$ cat config.mk
export PLATFORM = sky130hd
export DESIGN_NAME = vfc_unit
export DESIGN_NICKNAME = d
export VERILOG_FILES = /design/src/hdl/vfc_pkg.sv /design/src/hdl/vfc_unit.sv
export SDC_FILE = /design/constraint.sdc
export NUM_CORES = 1
export LEC_CHECK = 0
export BUFFER_PORTS_ARGS = -buffer_cell sky130_fd_sc_hd__buf_4
export CORE_MARGIN = 2
export CORE_UTILIZATION = 35
export CTS_CLUSTER_SIZE = 30
export DETAILED_ROUTE_END_ITERATION = 7
export PLACE_DENSITY_LB_ADDON = 0.08
export SLEW_MARGIN = 20
export SYNTH_ARGS = -nofsm -noshare
export SYNTH_HDL_FRONTEND = slang
export SYNTH_SLANG_ARGS = --single-unit
$ cat constraint.sdc
create_clock -name i_clk -period 2.73 [get_ports i_clk]
set_input_delay 0.1365 -clock i_clk [delete_from_list [all_inputs] [get_ports i_clk]]
set_output_delay 0.1365 -clock i_clk [all_outputs]
set_load 0.01 [all_outputs]
$ cat src/hdl/vfc_pkg.sv
// package for the vector fp compare and classify unit
package vfc_pkg;
   localparam int VFC_VLEN = 128;
   localparam int VFC_W32 = 32;
   localparam int VFC_W64 = 64;
   localparam int VFC_N32 = VFC_VLEN / VFC_W32;
   localparam int VFC_N64 = VFC_VLEN / VFC_W64;
   localparam int VFC_CLS_W = 10;
   // class mask bit positions
   localparam int VFC_CLS_SNAN = 0;
   localparam int VFC_CLS_QNAN = 1;
   localparam int VFC_CLS_NINF = 2;
   localparam int VFC_CLS_NNORM = 3;
   localparam int VFC_CLS_NSUB = 4;
   localparam int VFC_CLS_NZERO = 5;
   localparam int VFC_CLS_PINF = 6;
   localparam int VFC_CLS_PNORM = 7;
   localparam int VFC_CLS_PSUB = 8;
   localparam int VFC_CLS_PZERO = 9;
   // exception flags reset value
   localparam logic [2:0] VFC_EXC_RST = 3'h0;

   typedef enum logic [2:0] {
      VFC_OP_EQ,
      VFC_OP_LE,
      VFC_OP_LT,
      VFC_OP_NE,
      VFC_OP_OR,
      VFC_OP_CLASS
   } vfc_op_t;

   typedef struct packed {
      logic valid;
      vfc_op_t op;
      logic fmt64;
      logic flush_to_zero_bit;
      logic unit_enable;
      logic [VFC_VLEN-1:0] first_source_vector;
      logic [VFC_VLEN-1:0] second_source_vector;
   } vfc_req_t;

   typedef struct packed {
      logic reserved_instr;
      logic unit_disabled;
      logic fp_exception;
   } vfc_exc_t;
endpackage

$ cat src/hdl/vfc_unit.sv
// vector fp quiet compare and classify datapath, one-cycle latency
// ==============================================================
// Overview of operation
// - equal compare gives all ones when ordered and equal, else zeros.
// - less-or-equal gives all ones when ordered and a <= b.
// - less-than gives all ones when ordered and a strictly below b.
// - not-equal gives all ones only when ordered and unequal.
// - ordered compare sets all bits when ordered, clears otherwise.
// - a pair is ordered only when neither element is NaN.
// - on a floating-point exception the element result is all zeros.
// - flushing subnormal inputs never raises inexact.
// - compares are quiet and follow the IEEE 754-2008 rules.
// - a signaling NaN in either compare source raises invalid.
// - compares may raise reserved, unit disabled or fp exceptions.
// - word form uses 32-bit elements, doubleword 64-bit elements.
// - operands are fp of the format, results integers same width.
// - classify stores a 10-bit mask; bit0 signaling, bit1 quiet NaN.
// - negative: bit2 inf, bit3 normal, bit4 subnormal, bit5 zero.
// - positive: bit6 inf, bit7 normal, bit8 subnormal, bit9 zero.
// - classify ignores flush-to-zero, subnormals stay subnormal.
// - classify raises only reserved or unit disabled exceptions.
`timescale 1ns/10ps
module vfc_unit
   import vfc_pkg::*;
(
   input wire logic i_clk,
   input wire logic i_rst,
   input wire vfc_req_t i_req,
   output logic o_valid,
   output logic [VFC_VLEN-1:0] o_dest_vector,
   output vfc_exc_t o_exc,
   output logic o_invalid_flag
);

   // ==============================================================
   // element helpers
   // per-element decode; ftz applied only for compares
   typedef struct packed {
      logic nan;
      logic snan;
      logic qnan;
      logic inf;
      logic zero;
      logic sub;
      logic neg;
   } vfc_cls_t;

   function automatic vfc_cls_t cls32(input logic [31:0] v);
      vfc_cls_t c;
      c.neg = v[31];
      c.inf = (v[30:23] == 8'hff) && (v[22:0] == 23'h0);
      c.nan = (v[30:23] == 8'hff) && (v[22:0] != 23'h0);
      c.qnan = c.nan && v[22];
      c.snan = c.nan && !v[22];
      c.zero = (v[30:0] == 31'h0);
      c.sub = (v[30:23] == 8'h00) && (v[22:0] != 23'h0);
      return c;
   endfunction

   function automatic vfc_cls_t cls64(input logic [63:0] v);
      vfc_cls_t c;
      c.neg = v[63];
      c.inf = (v[62:52] == 11'h7ff) && (v[51:0] == 52'h0);
      c.nan = (v[62:52] == 11'h7ff) && (v[51:0] != 52'h0);
      c.qnan = c.nan && v[51];
      c.snan = c.nan && !v[51];
      c.zero = (v[62:0] == 63'h0);
      c.sub = (v[62:52] == 11'h000) && (v[51:0] != 52'h0);
      return c;
   endfunction

   // class mask from decode, never flushed
   function automatic logic [VFC_CLS_W-1:0] mask_of(input vfc_cls_t c);
      logic [VFC_CLS_W-1:0] m;
      logic norm;
      m = '0;
      norm = !c.nan && !c.inf && !c.zero && !c.sub;
      m[VFC_CLS_SNAN] = c.snan;
      m[VFC_CLS_QNAN] = c.qnan;
      m[VFC_CLS_NINF] = c.neg && c.inf;
      m[VFC_CLS_NNORM] = c.neg && norm;
      m[VFC_CLS_NSUB] = c.neg && c.sub;
      m[VFC_CLS_NZERO] = c.neg && c.zero;
      m[VFC_CLS_PINF] = !c.neg && c.inf;
      m[VFC_CLS_PNORM] = !c.neg && norm;
      m[VFC_CLS_PSUB] = !c.neg && c.sub;
      m[VFC_CLS_PZERO] = !c.neg && c.zero;
      return m;
   endfunction

   // quiet compare on sign-magnitude values; zero handles +0 == -0
   function automatic logic cmp_bit(input vfc_op_t op,
                                    input logic a_neg,
                                    input logic b_neg,
                                    input logic [62:0] a_mag,
                                    input logic [62:0] b_mag,
                                    input logic a_zero,
                                    input logic b_zero,
                                    input logic unord);
      logic eq;
      logic lt;
      eq = (a_zero && b_zero) || (a_neg == b_neg && a_mag == b_mag);
      if (a_zero && b_zero) begin
         lt = 1'b0;
      end else if (a_neg != b_neg) begin
         lt = a_neg;
      end else if (a_neg) begin
         lt = a_mag > b_mag;
      end else begin
         lt = a_mag < b_mag;
      end
      // unordered pairs always answer false
      unique case (op)
         VFC_OP_EQ: cmp_bit = !unord && eq;
         VFC_OP_LE: cmp_bit = !unord && (lt || eq);
         VFC_OP_LT: cmp_bit = !unord && lt;
         VFC_OP_NE: cmp_bit = !unord && !eq;
         VFC_OP_OR: cmp_bit = !unord;
         VFC_OP_CLASS: cmp_bit = 1'b0;
         default: cmp_bit = 1'b0; // codes 6 and 7 are refused upstream
      endcase
   endfunction

   // ==============================================================
   // per-lane datapath
   logic [VFC_VLEN-1:0] res32;
   logic [VFC_VLEN-1:0] res64;
   logic [VFC_N32-1:0] snan32;
   logic [VFC_N64-1:0] snan64;
   logic is_class;
   assign is_class = (i_req.op == VFC_OP_CLASS);

   genvar gi;
   generate
      for (gi = 0; gi < VFC_N32; gi++) begin : g_w
         logic [31:0] a;
         logic [31:0] b;
         vfc_cls_t ca;
         vfc_cls_t cb;
         logic az;
         logic bz;
         logic bit_r;
         assign a = i_req.first_source_vector[gi*32 +: 32];
         assign b = i_req.second_source_vector[gi*32 +: 32];
         assign ca = cls32(a);
         assign cb = cls32(b);
         // flushed subnormals compare as zero; no inexact is produced
         assign az = ca.zero || (i_req.flush_to_zero_bit && ca.sub);
         assign bz = cb.zero || (i_req.flush_to_zero_bit && cb.sub);
         assign bit_r = cmp_bit(i_req.op, a[31], b[31], {32'h0, a[30:0]},
                                {32'h0, b[30:0]}, az, bz,
                                ca.nan || cb.nan);
         assign snan32[gi] = ca.snan || cb.snan;
         // snan forces zero result, which the compare already yields
         assign res32[gi*32 +: 32] = is_class ?
            {22'h0, mask_of(ca)} :
            {32{bit_r && !snan32[gi]}};
      end
      for (gi = 0; gi < VFC_N64; gi++) begin : g_d
         logic [63:0] a;
         logic [63:0] b;
         vfc_cls_t ca;
         vfc_cls_t cb;
         logic az;
         logic bz;
         logic bit_r;
         assign a = i_req.first_source_vector[gi*64 +: 64];
         assign b = i_req.second_source_vector[gi*64 +: 64];
         assign ca = cls64(a);
         assign cb = cls64(b);
         assign az = ca.zero || (i_req.flush_to_zero_bit && ca.sub);
         assign bz = cb.zero || (i_req.flush_to_zero_bit && cb.sub);
         assign bit_r = cmp_bit(i_req.op, a[63], b[63], a[62:0], b[62:0],
                                az, bz, ca.nan || cb.nan);
         assign snan64[gi] = ca.snan || cb.snan;
         assign res64[gi*64 +: 64] = is_class ?
            {54'h0, mask_of(ca)} :
            {64{bit_r && !snan64[gi]}};
      end
   endgenerate

   // ==============================================================
   // exception decode
   logic op_legal;
   logic any_snan;
   vfc_exc_t exc_next;
   assign op_legal = (i_req.op inside {VFC_OP_EQ, VFC_OP_LE, VFC_OP_LT,
                                       VFC_OP_NE, VFC_OP_OR,
                                       VFC_OP_CLASS});
   assign any_snan = i_req.fmt64 ? |snan64 : |snan32;
   // classify never flags fp; disabled unit outranks data faults
   always_comb begin
      exc_next.reserved_instr = !op_legal;
      exc_next.unit_disabled = op_legal && !i_req.unit_enable;
      exc_next.fp_exception = op_legal && i_req.unit_enable &&
                              !is_class && any_snan;
   end

   // ==============================================================
   // result register
   logic [VFC_VLEN-1:0] dest_next;
   assign dest_next = i_req.fmt64 ? res64 : res32;

   // valid strobe
   always_ff @(posedge i_clk) begin
      if (i_rst) begin
         o_valid <= 1'b0;
      end else begin
         o_valid <= i_req.valid;
      end
   end

   // destination vector; reserved or disabled issue writes zeros
   always_ff @(posedge i_clk) begin
      if (i_rst) begin
         o_dest_vector <= '0;
      end else if (i_req.valid) begin
         if (exc_next.reserved_instr || exc_next.unit_disabled) begin
            o_dest_vector <= '0;
         end else begin
            o_dest_vector <= dest_next;
         end
      end
   end

   // exception outputs, valid alongside o_valid
   always_ff @(posedge i_clk) begin
      if (i_rst) begin
         o_exc <= VFC_EXC_RST;
         o_invalid_flag <= 1'b0;
      end else if (i_req.valid) begin
         o_exc <= exc_next;
         o_invalid_flag <= exc_next.fp_exception;
      end else begin
         o_exc <= VFC_EXC_RST;
         o_invalid_flag <= 1'b0;
      end
   end
endmodule

Yosys cells after proc, flatten, opt, wreduce, memory -nomap -nowiden

Cells that the tools add are included.

Add/sub/neg operators: 0
Multiply operators: 0
Divide/modulo/power cells: 0
$lt $le $gt $ge: 12
Equality and inequality tests: 31
Shift-type cells: 0
Muxes and demuxes: 33
Bitwise operators: 1
Reductions and logical operators: 317

Operator list:

| cell                                   | number |
|---|---|
| 128-bit two-way mux                    | 2 |
| 63-bit zero test                       | 4 |
| 31-bit zero test                       | 8 |
| 52-bit nonzero test                    | 4 |
| 23-bit nonzero test                    | 8 |
| 1-bit logical AND                      | 172 |
| 32-bit two-way mux                     | 4 |
| 64-bit two-way mux                     | 2 |
| 63-bit == test                         | 2 |
| 63-bit greater-than comparator         | 2 |
| 63-bit less-than comparator            | 2 |
| 31-bit == test                         | 4 |
| 31-bit greater-than comparator         | 4 |
| 31-bit less-than comparator            | 4 |
| 52-bit zero test                       | 2 |
| 23-bit zero test                       | 4 |
| 8-bit == test (second input constant)  | 8 |
| 8-bit zero test                        | 8 |
| 1-bit zero test                        | 61 |
| 11-bit == test (second input constant) | 4 |
| 11-bit zero test                       | 4 |
| 1-bit logical OR                       | 37 |
| 1-bit one-hot mux with 5 select lines  | 6 |
| 1-bit two-way mux                      | 19 |
| other kinds (10)                       | 19 |

Flip-flop bits (word level): 132
Bits in latches: 0
RAM bits: 0
ROM bits: 0
Input port bits: 265
Memories kept: 0

Logic depth before layout (Yosys ltp)

Depth after elaboration: 13
Depth in mapped cells: 12
Mapped depth without buffers: 11

Least setup slack after synthesis

OpenSTA, ideal clock, no wires.

Kind: input to register
Start point: in i_req[125] (netlist name)
End point: reg o_dest_vector[64]
Setup time: 0.142 ns
Data arrival time: 2.633 ns
Data required time: 2.588 ns
Slack: -0.045 ns
Stages: 12
Buffers on the path: 1
Cell sequence: inv_1 ha_1 nand4_1 or4_1 or4_1 o211a_1 o21a_1 a211oi_2 o21ai_1 nor2_2 buf_4 a221oi_1

Word-level cells in the longest chain between the ends: 13
Elaborated cells between the ends (all ways): 32
Classes of those cells: order compare: 2; eq/ne: 2; mux: 7; reduce/logical: 21

Ends and longest elaborated chain:

| what                                                                | RTL line        | text |
|---|---|---|
| start: declaration                                                  | vfc_unit.sv:28  | `input wire vfc_req_t i_req,` |
| branches (longest 9 deep; another with 63-bit less-than comparator) | n/a             |  |
| 1-bit logical AND (*)                                               | vfc_unit.sv:178 | `{64{bit_r && !snan64[gi]}};` |
| 64-bit two-way mux (*)                                              | vfc_unit.sv:176 | `assign res64[gi*64 +: 64] = is_class ?` |
| 128-bit two-way mux (*)                                             | vfc_unit.sv:202 | `assign dest_next = i_req.fmt64 ? res64 : res32;` |
| 128-bit two-way mux (*)                                             | vfc_unit.sv:218 | `if (exc_next.reserved_instr \|\| exc_next.unit_disabled) begin` |
| end signal: assignment                                              | vfc_unit.sv:221 | `o_dest_vector <= dest_next;` |
| end: declaration                                                    | vfc_unit.sv:30  | `output logic [VFC_VLEN-1:0] o_dest_vector,` |

Mark *: on every way between the ends.
A chain may end at the register's enable or synchronous reset.

Final worst setup path

Start point: in i_req[247] (netlist name)
End point: reg o_dest_vector[96]

Word-level cells in the longest chain between the ends: 13
Elaborated cells between the ends (all ways): 62
Classes of those cells: order compare: 4; eq/ne: 4; mux: 12; reduce/logical: 42

Ends and longest elaborated chain:

| what                                                                 | RTL line |
|---|---|
| branches (longest 11 deep; another with 63-bit less-than comparator) | n/a |
| 128-bit two-way mux (*)                                              | vfc_unit.sv:202 |
| 128-bit two-way mux (*)                                              | vfc_unit.sv:218 |

Marks and branches as above.

==> impl_metrics.yaml <==
logic_synthesis:
  synth_area_leader_cell: "ha_1"
  syn_nets: 1515
  synth_area_um2: 7950
  synth_top_area_share_pct: 20.1
  synth_flop_cell: "dfxtp_1"
  ys_warn_count: 0
  ys_seq_area_share_pct: 12.1
  synth_seq_cells: 48
  syn_avg_cell_area_um2: 7.08
  yosys-top-cells-area: "ha_1 (20%), dfxtp_1 (12%), buf_4 (8.2%)"
  synth_edf_count: 0
  synthArstFlopShare_pct: 0
  syn_inst: 1122
  synth_cell_types: 75
global_routing:
  grt_max_degree: 50
  antenna_found_initial: 0
  grt_usage_pct: 23.8
  grt_pass1_wl_mm: 46.8
  grt_pass1_vias: 9281
  overflow: 0
route:
  vias: 9547
  via_per_inst: 5.25
  drt_pass1_iterations: 5
  wl_mm: 30.8
  routedWlPerCell_um: 16.9
  drt_iter0_drc: 503
  route.detailed.drc: 0
  postRouteAntennaNets: 0
timing:
  finalWorstSetupSlack_ns: 0.0328
  finalCriticalPeriod_ns: 2.70
  fin_tns_setup_ns: 0
  relSlewSlack_pct: 49.9
  finalMaxSlewViolations: 0
  skew_ns: 0
  hold_ws_ns: 0.0208
  max_freq_ghz: 0.371
  min_period_over_period_pct: 98.8
  setup_violations: 0
  finalHoldViolCount: 0
  tightest_slew_ns: 0.751
finish:
  drive_gt1_share_pct: 38.7
  area_growth_pct: 50.4
  fillers: 2227
  antenna_cells: 0
  nets: 1927
worst_hold_path:
  min_to: "o_exc[1]"
  min_path_cells: 2
  worstHoldStart: "i_req[256]"
  hold_path_class: "input pin to flip-flop"
pwr:
  ir_drop_mv: 0.245
  leakage_nw: 5.81
  power_density_nw_per_um2: 245
critical_path:
  crit_chain: "buf_4, ha_4, nand4_1, or4_4, or4_4, o211a_1, o21a_1, a211oi_4, buf_4, o22ai_4, nor3_2, a211oi_2"
  slowest_delay_ns: 0.54
  crit_path_start: "i_req[247]"
  rr_startpoint: "o_dest_vector[126]"
  rr_worst_depth: 2
  crit_family: "simple AND/OR/NAND/NOR gates"
  critPathBufInv: 2
  arrival_ns: 2.85
  cp.required_ns: 2.88
  r2r_slack_ns: 1.27
  end_kind: "flip-flop"
  cp_max_fo: 5
  reg2reg_to: "o_dest_vector[126]"
  slowest_stage: "or4_4"
  crit_path_start_kind: "input pin"
  critPathKind: "input pin to flip-flop"
clocking:
  clock-sinks: 48
  h-tree-depth: 2
  cts.clk_slew.worst_paths_ns: 0.06
  hold_buffers: 0
  clkLatencyLatePin_ns: 0.29
  clockBufferDepth: 2
  root_buffer: "clkbuf_16"
  cts_tree: "built"
  cts-buffers-inserted: 5
place:
  pre_cts_ws_ns: -0.407
  hpwlAfterDp_mm: 26.2
  place.gp.congestion: 0.894
  portBuffers: 397
floorplan:
  num_rows: 55
  coreArea_um2: 22400
  pin_count: 398
  start_util_pct: 35.4
  die_y_um: 155
  design.die.area_um2: 23900
  die_w_um: 155
run:
  max_cap_violations: 0
run_status:
  status: "completed"
[sequential cells by signal, summed over array words and instances, names as in the netlist]
name,count
o_valid,1
o_invalid_flag,1
o_exc,2
o_dest_vector,44
[repair_timing]
action                     CTS  global route
setup buffers                0             5
cloned                       0             1
setup endpoints to repair   11            34
pin swaps                    4            31
gates resized for setup      4            50
[cell type report]
type	instances	area, um2	share of cell area, %
Inverter	137	519	4.34
Clock buffer	7	153	1.28
Tap cell	285	357	2.98
Timing Repair Buffer	515	3930	32.9
Multi-Input combinational cell	827	6000	50.2
Sequential cell	48	961	8.04
Clock inverter	1	30.0	0.251
[power by group]
group | total (mW) | switching (mW) | internal (mW)
Sequential | 0.757 | 0.0280 | 0.729
Clock | 0.756 | 0.273 | 0.483
Combinational | 1.42 | 0.687 | 0.735
Total | 2.94 | 0.988 | 1.95
[worst reg2reg max path: stages, from the launching register on]
cell,delay [ns]
dfxtp_1,0.80
or3b_2,0.51
o41ai_2,0.06
[layout by cell type (no fill, tap or decap), drive strengths merged, types with 4 or more instances in the layout]
| cell type | instances |
|---|---|
| buf | 515 |
| inv | 136 |
| ha | 128 |
| a21oi | 95 |
| nand2 | 88 |
| nor2 | 65 |
| nor4 | 60 |
| nand4 | 59 |
| nor3 | 49 |
| dfxtp | 48 |
| o21ai | 34 |
| a31oi | 27 |
| nor2b | 26 |
| nand3 | 25 |
| a211oi | 18 |
| o31ai | 16 |
| a221oi | 12 |
| a21o | 10 |
| or4 | 9 |
| and2 | 8 |
| nand2b | 7 |
| clkbuf | 7 |
| o21a | 6 |
| and3 | 6 |
| or2 | 6 |
| or3 | 6 |
| mux2i | 5 |
| o22ai | 5 |
| nand3b | 4 |
| nor3b | 4 |
| a2111oi | 4 |
[through the flow]
step | area (um2) | utilization [%] | total power [mW] | std cells
detailed placement | 11400 | 50.9 | 2.13 | 1806
CTS | 11600 | 51.8 | 2.89 | 1814
finish | 12000 | 53.3 | 2.94 | 1820
global placement | 11400 | 50.9 | 2.12 | 1806
floorplan | 7960 | - | 1.43 | 1122
global route | 12000 | 53.3 | 3.13 | 1820
[metal layers]
layer,vias up,track usage [%],wire length (um)
met4,0,4.14,493
met3,34,4.34,1910
met1,4317,29.2,13100
met5,-,0,0
li1,4894,-,-
met2,302,43.9,15300
[cell usage after synthesis (6+ instances only)]
master,count
and2_1,8
o21a_1,6
nand2b_1,7
nor4_1,56
dfxtp_1,48
and3_1,6
a21o_1,10
a21oi_1,95
o31ai_1,6
a211oi_1,16
o31ai_2,10
nand4_1,58
nand3_1,24
nor3_1,48
buf_4,87
ha_1,128
or3_1,6
clkbuf_1,21
or4_1,9
a31oi_1,27
a221oi_1,12
nand2_1,87
nor2b_1,26
o21ai_0,29
nor2_1,64
inv_1,136
[how the worst max path moves through the flow]
stage | end | slack, ns | cells after the start
4_1_cts | o_dest_vector[101] | 0.004 | 12
5_1_grt | o_dest_vector[96] | -0.06 | 13
3_5_place_dp | o_dest_vector[101] | -0.41 | 12
2_1_floorplan | o_dest_vector[64] | 0.005 | 12
3_3_place_gp | o_dest_vector[98] | -0.32 | 12
6_report | o_dest_vector[96] | 0.03 | 12
[logic make-up (layout without fill, tap and decap cells)]
family	after synthesis	in the layout	share of synthesized area (%)
compound gates	257	258	21.4
xor+xnor	3	3	0.331
fa+ha+maj	128	128	20.1
buf+inv	248	660	15.9
flops	48	48	12.1
mux	6	6	0.771
simple gates	432	432	29.4
No activity file was read; power rests on OpenSTA's default activity.
